`config.mk`:
```
export PLATFORM = sky130hd
export DESIGN_NAME = vrf_framer
export DESIGN_NICKNAME = d
export VERILOG_FILES = /design/src/hdl/vrf_framer.v
export VERILOG_INCLUDE_DIRS = /design/src /design/src/hdl
export SDC_FILE = /design/constraint.sdc
export NUM_CORES = 1
export LEC_CHECK = 0
export BUFFER_PORTS_ARGS = -buffer_cell sky130_fd_sc_hd__buf_4
export CORE_MARGIN = 1.5
export CORE_UTILIZATION = 25
export CTS_CLUSTER_SIZE = 25
export DETAILED_ROUTE_END_ITERATION = 10
export GPL_TIMING_DRIVEN = 0
export PLACE_DENSITY_LB_ADDON = 0.12
export SLEW_MARGIN = 20
export SYNTH_ARGS = -nofsm -noshare
export SYNTH_HDL_FRONTEND = slang
export SYNTH_SLANG_ARGS = --single-unit
```
`constraint.sdc`:
```
create_clock -name i_sys_clk -period 1.7 [get_ports i_sys_clk]
set_input_delay 0.255 -clock i_sys_clk [delete_from_list [all_inputs] [get_ports i_sys_clk]]
set_output_delay 0.255 -clock i_sys_clk [all_outputs]
set_load 0.02 [all_outputs]
```
`src/hdl/vrf_consts.vh`:
```
// Constants for the compact voice payload framer
`ifndef VRF_CONSTS_VH
`define VRF_CONSTS_VH
// Payload sizes in bits
`define VRF_SZ_SID      12'h030
`define VRF_SZ_SHARED   12'h038
`define VRF_SZ_IO_0660  12'h088
`define VRF_SZ_P_0720   12'h090
`define VRF_SZ_P_0800   12'h0A0
`define VRF_SZ_IO_0885  12'h0B8
`define VRF_SZ_P_0960   12'h0C0
`define VRF_SZ_IO_1265  12'h100
`define VRF_SZ_P_1320   12'h108
`define VRF_SZ_IO_1425  12'h120
`define VRF_SZ_IO_1585  12'h140
`define VRF_SZ_P_1640   12'h148
`define VRF_SZ_IO_1825  12'h170
`define VRF_SZ_IO_1985  12'h190
`define VRF_SZ_IO_2305  12'h1D0
`define VRF_SZ_IO_2385  12'h1E0
`define VRF_SZ_P_2440   12'h1E8
`define VRF_SZ_P_3200   12'h280
`define VRF_SZ_P_4800   12'h3C0
`define VRF_SZ_P_6400   12'h500
`define VRF_SZ_P_9600   12'h780
`define VRF_SZ_P_12800  12'hA00
// Rate codes reported on o_rate_code
`define VRF_RATE_INVALID 5'h1F
`define VRF_RATE_P_SID   5'h00
`define VRF_RATE_P_2800  5'h01
`define VRF_RATE_IO_SID  5'h02
`define VRF_RATE_P_0720  5'h03
`define VRF_RATE_P_0800  5'h04
`define VRF_RATE_P_0960  5'h05
`define VRF_RATE_P_1320  5'h06
`define VRF_RATE_P_1640  5'h07
`define VRF_RATE_P_2440  5'h08
`define VRF_RATE_P_3200  5'h09
`define VRF_RATE_P_4800  5'h0A
`define VRF_RATE_P_6400  5'h0B
`define VRF_RATE_P_9600  5'h0C
`define VRF_RATE_P_12800 5'h0D
`define VRF_RATE_IO_0660 5'h10
`define VRF_RATE_IO_0885 5'h11
`define VRF_RATE_IO_1265 5'h12
`define VRF_RATE_IO_1425 5'h13
`define VRF_RATE_IO_1585 5'h14
`define VRF_RATE_IO_1825 5'h15
`define VRF_RATE_IO_1985 5'h16
`define VRF_RATE_IO_2305 5'h17
`define VRF_RATE_IO_2385 5'h18
// Channel-aware field layout
`define VRF_CA_SIG_W     5
`define VRF_CA_OFS_W     2
`define VRF_CA_TYPE_W    3
// Timestamp: 16 kHz clock, 20 ms block
`define VRF_TS_RATE_HZ   16000
`define VRF_BLOCK_MS     20
`define VRF_TS_STEP      32'h00000140
`define VRF_TS_RESET     32'h00000000
`define VRF_MR_W         3
`define VRF_MR_NONE      3'h7
`endif

```
`src/hdl/vrf_framer.v`:
```
// Compact voice payload framer: size classifier, RTP fields, channel-aware parse
`timescale 1ns/10ps
`include "vrf_consts.vh"
module vrf_framer (
  // Clock and reset
  input wire i_sys_clk,
  input wire i_rst_n,
  // Transmit side: frame from the encoder
  input wire i_tx_frame_valid,
  input wire i_tx_speech,
  input wire i_tx_talkspurt_start,
  input wire i_tx_first_block,
  input wire i_hdr_full_only,
  input wire i_tx_want_hdr_full,
  // Transmit side: RTP fields to the packetiser
  output reg o_tx_marker,
  output reg [31:0] o_tx_timestamp,
  output reg o_tx_hdr_full,
  output reg o_tx_fields_valid,
  // Receive side: payload size and leading/trailing bits from the stream
  input wire i_rx_valid,
  input wire [11:0] i_rx_size_bits,
  input wire [7:0] i_rx_first_byte,
  input wire [7:0] i_rx_last_byte,
  // Receive side: classification for the decoder
  output reg o_rx_valid,
  output reg o_rx_invalid,
  output reg [4:0] o_rate_code,
  output reg o_rx_interop,
  output reg o_rx_to_decoder,
  output reg [2:0] o_mode_request,
  // Receive side: channel-aware fields
  output reg o_ca_frame,
  output reg [1:0] o_audio_band_code,
  output reg [1:0] o_coder_kind,
  output reg o_partial_redundancy_flag,
  output reg [3:0] o_partial_offset,
  output reg [2:0] o_partial_type,
  output reg o_lp_core,
  output reg o_time_band_extension,
  output reg o_gap_filling
);

  // Partial frame type codes in listed order
  localparam [2:0] PARTIAL_NONE = 3'h0;
  localparam [2:0] PARTIAL_TRANSFORM_FREQ = 3'h1;
  localparam [2:0] PARTIAL_TRANSFORM_TIME_A = 3'h2;
  localparam [2:0] PARTIAL_TRANSFORM_TIME_B = 3'h3;
  localparam [2:0] PARTIAL_ALL_PRED = 3'h4;
  localparam [2:0] PARTIAL_NO_PRED = 3'h5;
  localparam [2:0] PARTIAL_GENERIC_PRED = 3'h6;
  localparam [2:0] PARTIAL_NOISE_EXCITED = 3'h7;

  // Map a payload size to a rate code; one size gives one rate, except the shared 56-bit size, split by the leading bit
  function [4:0] size_to_rate;
    input [11:0] sz;
    input msb;
    begin
      case (sz)
        `VRF_SZ_SID: size_to_rate = `VRF_RATE_P_SID;
        `VRF_SZ_SHARED: size_to_rate = msb ? `VRF_RATE_IO_SID : `VRF_RATE_P_2800;
        `VRF_SZ_P_0720: size_to_rate = `VRF_RATE_P_0720;
        `VRF_SZ_P_0800: size_to_rate = `VRF_RATE_P_0800;
        `VRF_SZ_P_0960: size_to_rate = `VRF_RATE_P_0960;
        `VRF_SZ_P_1320: size_to_rate = `VRF_RATE_P_1320;
        `VRF_SZ_P_1640: size_to_rate = `VRF_RATE_P_1640;
        `VRF_SZ_P_2440: size_to_rate = `VRF_RATE_P_2440;
        `VRF_SZ_P_3200: size_to_rate = `VRF_RATE_P_3200;
        `VRF_SZ_P_4800: size_to_rate = `VRF_RATE_P_4800;
        `VRF_SZ_P_6400: size_to_rate = `VRF_RATE_P_6400;
        `VRF_SZ_P_9600: size_to_rate = `VRF_RATE_P_9600;
        `VRF_SZ_P_12800: size_to_rate = `VRF_RATE_P_12800;
        `VRF_SZ_IO_0660: size_to_rate = `VRF_RATE_IO_0660;
        `VRF_SZ_IO_0885: size_to_rate = `VRF_RATE_IO_0885;
        `VRF_SZ_IO_1265: size_to_rate = `VRF_RATE_IO_1265;
        `VRF_SZ_IO_1425: size_to_rate = `VRF_RATE_IO_1425;
        `VRF_SZ_IO_1585: size_to_rate = `VRF_RATE_IO_1585;
        `VRF_SZ_IO_1825: size_to_rate = `VRF_RATE_IO_1825;
        `VRF_SZ_IO_1985: size_to_rate = `VRF_RATE_IO_1985;
        `VRF_SZ_IO_2305: size_to_rate = `VRF_RATE_IO_2305;
        `VRF_SZ_IO_2385: size_to_rate = `VRF_RATE_IO_2385;
        default: size_to_rate = `VRF_RATE_INVALID;
      endcase
    end
  endfunction

  // Decode the two-bit redundant-copy offset field
  function [3:0] offset_decode;
    input [1:0] code;
    begin
      case (code)
        2'h0: offset_decode = 4'h2;
        2'h1: offset_decode = 4'h3;
        2'h2: offset_decode = 4'h5;
        default: offset_decode = 4'h7;
      endcase
    end
  endfunction

  // Transform-type partial copies versus LP-type partial copies
  function partial_is_transform;
    input [2:0] t;
    begin
      partial_is_transform = (t == PARTIAL_TRANSFORM_FREQ) ||
                             (t == PARTIAL_TRANSFORM_TIME_A) ||
                             (t == PARTIAL_TRANSFORM_TIME_B);
    end
  endfunction

  wire [4:0] rate_now;
  wire is_interop;
  wire is_ca;
  wire [4:0] ca_sig;
  wire [1:0] ca_ofs;
  wire [2:0] ca_type;

  // Classify from size alone; the first byte only splits the shared size
  assign rate_now = size_to_rate(i_rx_size_bits, i_rx_first_byte[7]);
  assign is_interop = rate_now[4] && (rate_now != `VRF_RATE_INVALID);
  // Channel-aware fields: bits leave MSB first, so the head sits in the top bits
  assign ca_sig = i_rx_first_byte[7:3];
  assign ca_ofs = i_rx_last_byte[4:3];
  assign ca_type = i_rx_last_byte[2:0];
  assign is_ca = (rate_now == `VRF_RATE_P_1320);

  // Receive classification, registered one cycle after the size strobe
  always @(posedge i_sys_clk or negedge i_rst_n) begin
    if (!i_rst_n) begin
      o_rx_valid <= 1'b0;
      o_rx_invalid <= 1'b0;
      o_rate_code <= `VRF_RATE_INVALID;
      o_rx_interop <= 1'b0;
      o_rx_to_decoder <= 1'b0;
      o_mode_request <= `VRF_MR_NONE;
    end else begin
      o_rx_valid <= i_rx_valid;
      o_rx_invalid <= i_rx_valid && (rate_now == `VRF_RATE_INVALID);
      o_rx_to_decoder <= i_rx_valid && (rate_now != `VRF_RATE_INVALID);
      if (i_rx_valid) begin
        o_rate_code <= rate_now;
        o_rx_interop <= is_interop;
        // Interoperable payloads open with the request; primary ones carry none
        o_mode_request <= is_interop ? i_rx_first_byte[7:5] : `VRF_MR_NONE;
      end
    end
  end

  // Channel-aware parse; only meaningful when the size says 13.2 kbps
  always @(posedge i_sys_clk or negedge i_rst_n) begin
    if (!i_rst_n) begin
      o_ca_frame <= 1'b0;
      o_audio_band_code <= 2'h0;
      o_coder_kind <= 2'h0;
      o_partial_redundancy_flag <= 1'b0;
      o_partial_offset <= 4'h0;
      o_partial_type <= PARTIAL_NONE;
      o_lp_core <= 1'b0;
      o_time_band_extension <= 1'b0;
      o_gap_filling <= 1'b0;
    end else if (i_rx_valid) begin
      o_ca_frame <= is_ca && ca_sig[0];
      o_audio_band_code <= ca_sig[4:3];
      o_coder_kind <= ca_sig[2:1];
      o_partial_redundancy_flag <= is_ca && ca_sig[0];
      if (is_ca && ca_sig[0]) begin
        o_partial_offset <= offset_decode(ca_ofs);
        o_partial_type <= ca_type;
        // Core choice follows the partial kind; LP pairs with band extension
        o_lp_core <= !partial_is_transform(ca_type) && (ca_type != PARTIAL_NONE);
        o_time_band_extension <= !partial_is_transform(ca_type);
        o_gap_filling <= partial_is_transform(ca_type);
      end else begin
        // Flag clear or size not 13.2: tail bits are speech, not redundancy
        o_partial_offset <= 4'h0;
        o_partial_type <= PARTIAL_NONE;
        o_lp_core <= 1'b0;
        o_time_band_extension <= 1'b0;
        o_gap_filling <= 1'b0;
      end
    end
  end

  // Transmit RTP fields: timestamp steps per block, marker on talkspurt start
  always @(posedge i_sys_clk or negedge i_rst_n) begin
    if (!i_rst_n) begin
      o_tx_timestamp <= `VRF_TS_RESET;
      o_tx_marker <= 1'b0;
      o_tx_hdr_full <= 1'b0;
      o_tx_fields_valid <= 1'b0;
    end else begin
      o_tx_fields_valid <= i_tx_frame_valid;
      if (i_tx_frame_valid) begin
        // Every block advances time, speech or not, so silence keeps the clock
        o_tx_timestamp <= o_tx_timestamp + `VRF_TS_STEP;
        o_tx_marker <= i_tx_first_block && i_tx_speech && i_tx_talkspurt_start;
        o_tx_hdr_full <= i_hdr_full_only || i_tx_want_hdr_full;
      end
    end
  end

  // Payload bit placement is done by the packetiser; sizes above cover padding

endmodule // vrf_framer

```
==> results.toml <==
[clocking]
clock_sink_count = 55
worst_setup_hold_path_clk_slew_ns = 0.08
cts_root_buffer = "sky130_fd_sc_hd__clkbuf_16"
cts_tree = "done"
cts_max_path_buffers = 2
cts_buffers = 5
cts.htree.levels = 2
clock_latency_ns = 0.29

[synthesis]
synth-seq-cells = 55
seq_area_frac_synth_pct = 45.82
avgSynthCellArea_sq_um = 10.15
yosysWarningCount = 0
post_synth_inst_count = 298
yosysUniqueCellTypes = 58
synthDominantCellAreaShare_pct = 38.88
syn_area_sq_mm = 0.003025
number_of_enable_flip_flop_cells_after_synthesis = 0
synth_flop_cell = "sky130_fd_sc_hd__dfrtp_1"
synthArstFlopShare_pct = 100.0
synth.area.top_cells = "sky130_fd_sc_hd__dfrtp_1 (39%), sky130_fd_sc_hd__dfstp_2 (6.9%), sky130_fd_sc_hd__xnor2_1 (6.1%), sky130_fd_sc_hd__nor2_1 (4.0%), sky130_fd_sc_hd__xor2_1 (3.2%)"
post-synth-top-area-cell = "sky130_fd_sc_hd__dfrtp_1"

[routing]
drt_drc_violations_left = 0
detail_route.wirelength_mm = 7.736
final_antenna_net_count = 0
drt_iter0_markers = 144
route.vias.total = 2574
viasPerCell = 4.672
drt_first_pass_iters = 4
wl_per_cell_um = 14.04

[finish]
nNetsFinal = 445
post_route_cells_drive_above_1_share_pct = 43.14
area.growth.synth_to_final_pct = 40.45
num_antenna_cells = 0
postLayoutCellArea_sq_mm = 0.004249
filler_cell_count = 1176
post-route-util_pct = 36.59

[floorplanning]
die_height_um = 113.0
design.die.area_sq_mm = 0.01277
std_cell_rows = 39
die_width_um = 113.0
num_io_pins = 100
fp.coreArea_sq_mm = 0.01161
initial_cell_density_of_the_core_pct = 26.05

[timing]
hold_viol = 0
max_freq_mhz = 544.7
grt_setup_unrepaired = "yes"
drv_slew = 0
final.min_clock_period_ns = 1.836
skew_ns = 0.007129
timing.slew.headroom_pct = 53.17
share_of_the_clock_period_used_by_the_worst_path_after_layout_pct = 108.0
worst-slew-pin-transition_ns = 0.7024
timing.final.ws_setup_ns = -0.1357
setup_viol_count_final = 10

[critical_path]
critical_path_class = "in -> reg"
timing.critical_path.max_delay_family = "simple AND/OR/NAND/NOR gates"
worst_setup_path_startpoint = "i_rx_size_bits[4]"
crit_slowest_cell = "sky130_fd_sc_hd__or3_4"
slowest_delay_ns = 0.40
critical_path.endpoint_type = "flip-flop"
crit_required_ns = 1.93
cp_data_arrival_time_ns = 2.07
crit_path_cell_trace = "buf_12, xor2_2, and3_4, o311ai_4, nand3_4, or3_4, nor4_4, buf_6, a22o_1"
worst-r2r-setup-slack_ns = 0.06
timing.critical_path.fanout_max = 10
critical_path.reg2reg.startpoint = "o_tx_timestamp[13]"
total_buffers_and_inverters_traversed_by_the_critical_path = 2
worst_setup_path_start_kind = "input pin"

[global_route]
overflow = 0
wire_length_of_the_first_global_routing_pass_mm = 12.70
grt_antenna_before_repair = 0
global_route_total_usage_across_every_layer_pct = 12.35
grt_start_max_net_pins = 56
first_global_vias = 2437

[job]
max_capacitance_violation_total = 0

[power]
peakVddDrop_mv = 0.4104
leakage_uw = 0.001985
cellPowerDensity_mw_per_mm2 = 878.1

[outcome]
outcome = "complete, but fails checks"
violations = "setup timing"

[placed_design]
place_area_sq_mm = 0.003869
port_buffers = 81
place_hpwl_mm = 5.654
gp_congestion = 0.8113

[worst_hold_path]
hold_path.class = "in -> async"
## per-stage QoR
| step | hold slack, ns | setup WS, ns | power, uW | TNS (ns) | instances |
|---|---|---|---|---|---|
| global route | 0.06375 | -0.2160 | 3935 | -2.111 | 551 |
| floorplan | -0.04059 | -0.3561 | 2093 | -3.559 | 304 |
| global placement | 0.3719 | -0.6713 | 2475 | -10.53 | 528 |
| CTS | 0.03941 | -0.1252 | 3769 | -1.112 | 543 |
| finish | 0.006913 | -0.1357 | 3731 | -1.251 | 551 |
| detailed placement | 0.3621 | -0.6790 | 2475 | -10.46 | 528 |
## path summary, 6_finish.rpt
| kind | endpoint | cells after the start |
|---|---|---|
| min in group i_sys_clk | o_tx_fields_valid | 1 |
| setup / recovery | o_partial_type[2] | 9 |
| max in group asynchronous | o_tx_timestamp[10] | 1 |
| hold reg to reg | o_tx_timestamp[31] | 1 |
| hold / removal | o_tx_timestamp[23] | 1 |
| setup reg to reg | o_tx_timestamp[30] | 6 |
## cell usage after synthesis (3+ instances only)
cell type,n
sky130_fd_sc_hd__nand4_1,9
sky130_fd_sc_hd__xor2_1,11
sky130_fd_sc_hd__dfrtp_1,47
sky130_fd_sc_hd__xnor2_1,21
sky130_fd_sc_hd__a21o_1,3
sky130_fd_sc_hd__buf_6,4
sky130_fd_sc_hd__inv_1,10
sky130_fd_sc_hd__a21oi_1,9
sky130_fd_sc_hd__buf_2,5
sky130_fd_sc_hd__and3_1,8
sky130_fd_sc_hd__clkbuf_1,4
sky130_fd_sc_hd__and4_1,3
sky130_fd_sc_hd__nor3_1,7
sky130_fd_sc_hd__a22o_1,9
sky130_fd_sc_hd__mux2_2,5
sky130_fd_sc_hd__nor2_1,32
sky130_fd_sc_hd__nand2b_1,3
sky130_fd_sc_hd__nand2_1,20
sky130_fd_sc_hd__nand3_1,12
sky130_fd_sc_hd__a31oi_1,7
sky130_fd_sc_hd__nor2b_1,3
sky130_fd_sc_hd__buf_4,10
sky130_fd_sc_hd__dfstp_2,8
## power by group
part | total [uW] | switching [uW] | internal (uW)
Clock | 1180 | 481 | 702
Combinational | 1000 | 544 | 460
Sequential | 1540 | 101 | 1440
Total | 3730 | 1130 | 2610
## layout make-up
class / count / area [sq um] / area share [%]
Tap cell: 143 / 178.9 / 4.211
Clock inverter: 2 / 38.79 / 0.9128
Sequential cell: 55 / 1393 / 32.77
Timing Repair Buffer: 97 / 732.0 / 17.23
Clock buffer: 6 / 128.9 / 3.033
Buffer: 23 / 175.2 / 4.122
Multi-Input combinational cell: 214 / 1559 / 36.69
Inverter: 11 / 43.79 / 1.031
## logic make-up (layout without fill, tap and decap cells)
logic type | count (synthesis) | after routing | synth area share, %
buffers and inverters | 35 | 139 | 6.782
XOR/XNOR | 32 | 32 | 9.264
adder cells (fa/ha/maj) | 1 | 1 | 0.4135
flip-flops | 55 | 55 | 45.82
AO/OA/AOI/OAI | 44 | 44 | 11.00
multiplexers | 5 | 5 | 1.861
AND/OR/NAND/NOR | 125 | 125 | 24.73
other | 1 | 7 | 0.1240
## timing repair
action,4_1_cts,5_1_grt
resized for setup,8,18
hold buffers,0,0
cloned,0,0
pin swaps,4,6
endpoints found under the setup margin,22,25
setup buffers,7,9
## cells in the final DEF (no fill, tap or decap), types with 7 or more instances in the layout
| master | Yosys | final |
|---|---|---|
| sky130_fd_sc_hd__nand3_1 | 12 | 10 |
| sky130_fd_sc_hd__nor2_1 | 32 | 28 |
| sky130_fd_sc_hd__dfrtp_1 | 47 | 42 |
| sky130_fd_sc_hd__nand4_1 | 9 | 9 |
| sky130_fd_sc_hd__dfstp_2 | 8 | 8 |
| sky130_fd_sc_hd__nand2_1 | 20 | 19 |
| sky130_fd_sc_hd__xnor2_1 | 21 | 21 |
| sky130_fd_sc_hd__a21oi_1 | 9 | 7 |
| sky130_fd_sc_hd__conb_1 | 1 | 7 |
| sky130_fd_sc_hd__a31oi_1 | 7 | 7 |
| sky130_fd_sc_hd__inv_1 | 10 | 9 |
| sky130_fd_sc_hd__xor2_1 | 11 | 10 |
| sky130_fd_sc_hd__a22o_1 | 9 | 9 |
| sky130_fd_sc_hd__buf_4 | 10 | 105 |
## worst reg2reg max path: stages, from the launching register on
cell,delay [ns]
sky130_fd_sc_hd__dfrtp_2,0.37
sky130_fd_sc_hd__and4_1,0.22
sky130_fd_sc_hd__and3_4,0.19
sky130_fd_sc_hd__and4_4,0.26
sky130_fd_sc_hd__and3_4,0.24
sky130_fd_sc_hd__nand4_1,0.12
sky130_fd_sc_hd__xnor2_1,0.14
## registers in the layout (all words and copies together) (netlist names)
name / flops
o_tx_timestamp: 26
o_rate_code: 5
o_mode_request: 3
o_partial_offset: 3
o_partial_type: 3
o_audio_band_code: 2
o_coder_kind: 2
o_gap_filling: 1
o_lp_core: 1
o_partial_redundancy_flag: 1
o_rx_interop: 1
o_rx_invalid: 1
o_rx_to_decoder: 1
o_rx_valid: 1
o_time_band_extension: 1
o_tx_fields_valid: 1
o_tx_hdr_full: 1
o_tx_marker: 1
## routing by layer
layer  part of all wire, %  GRT usage, %  vias up
li1                      -             -     1259
met1                    49         18.33     1232
met2                    45         17.70       79
met3                   6.0         3.160        4
met4                  0.27         3.417        0
met5                     0             0        -
Power figures use the tool's default switching activity.
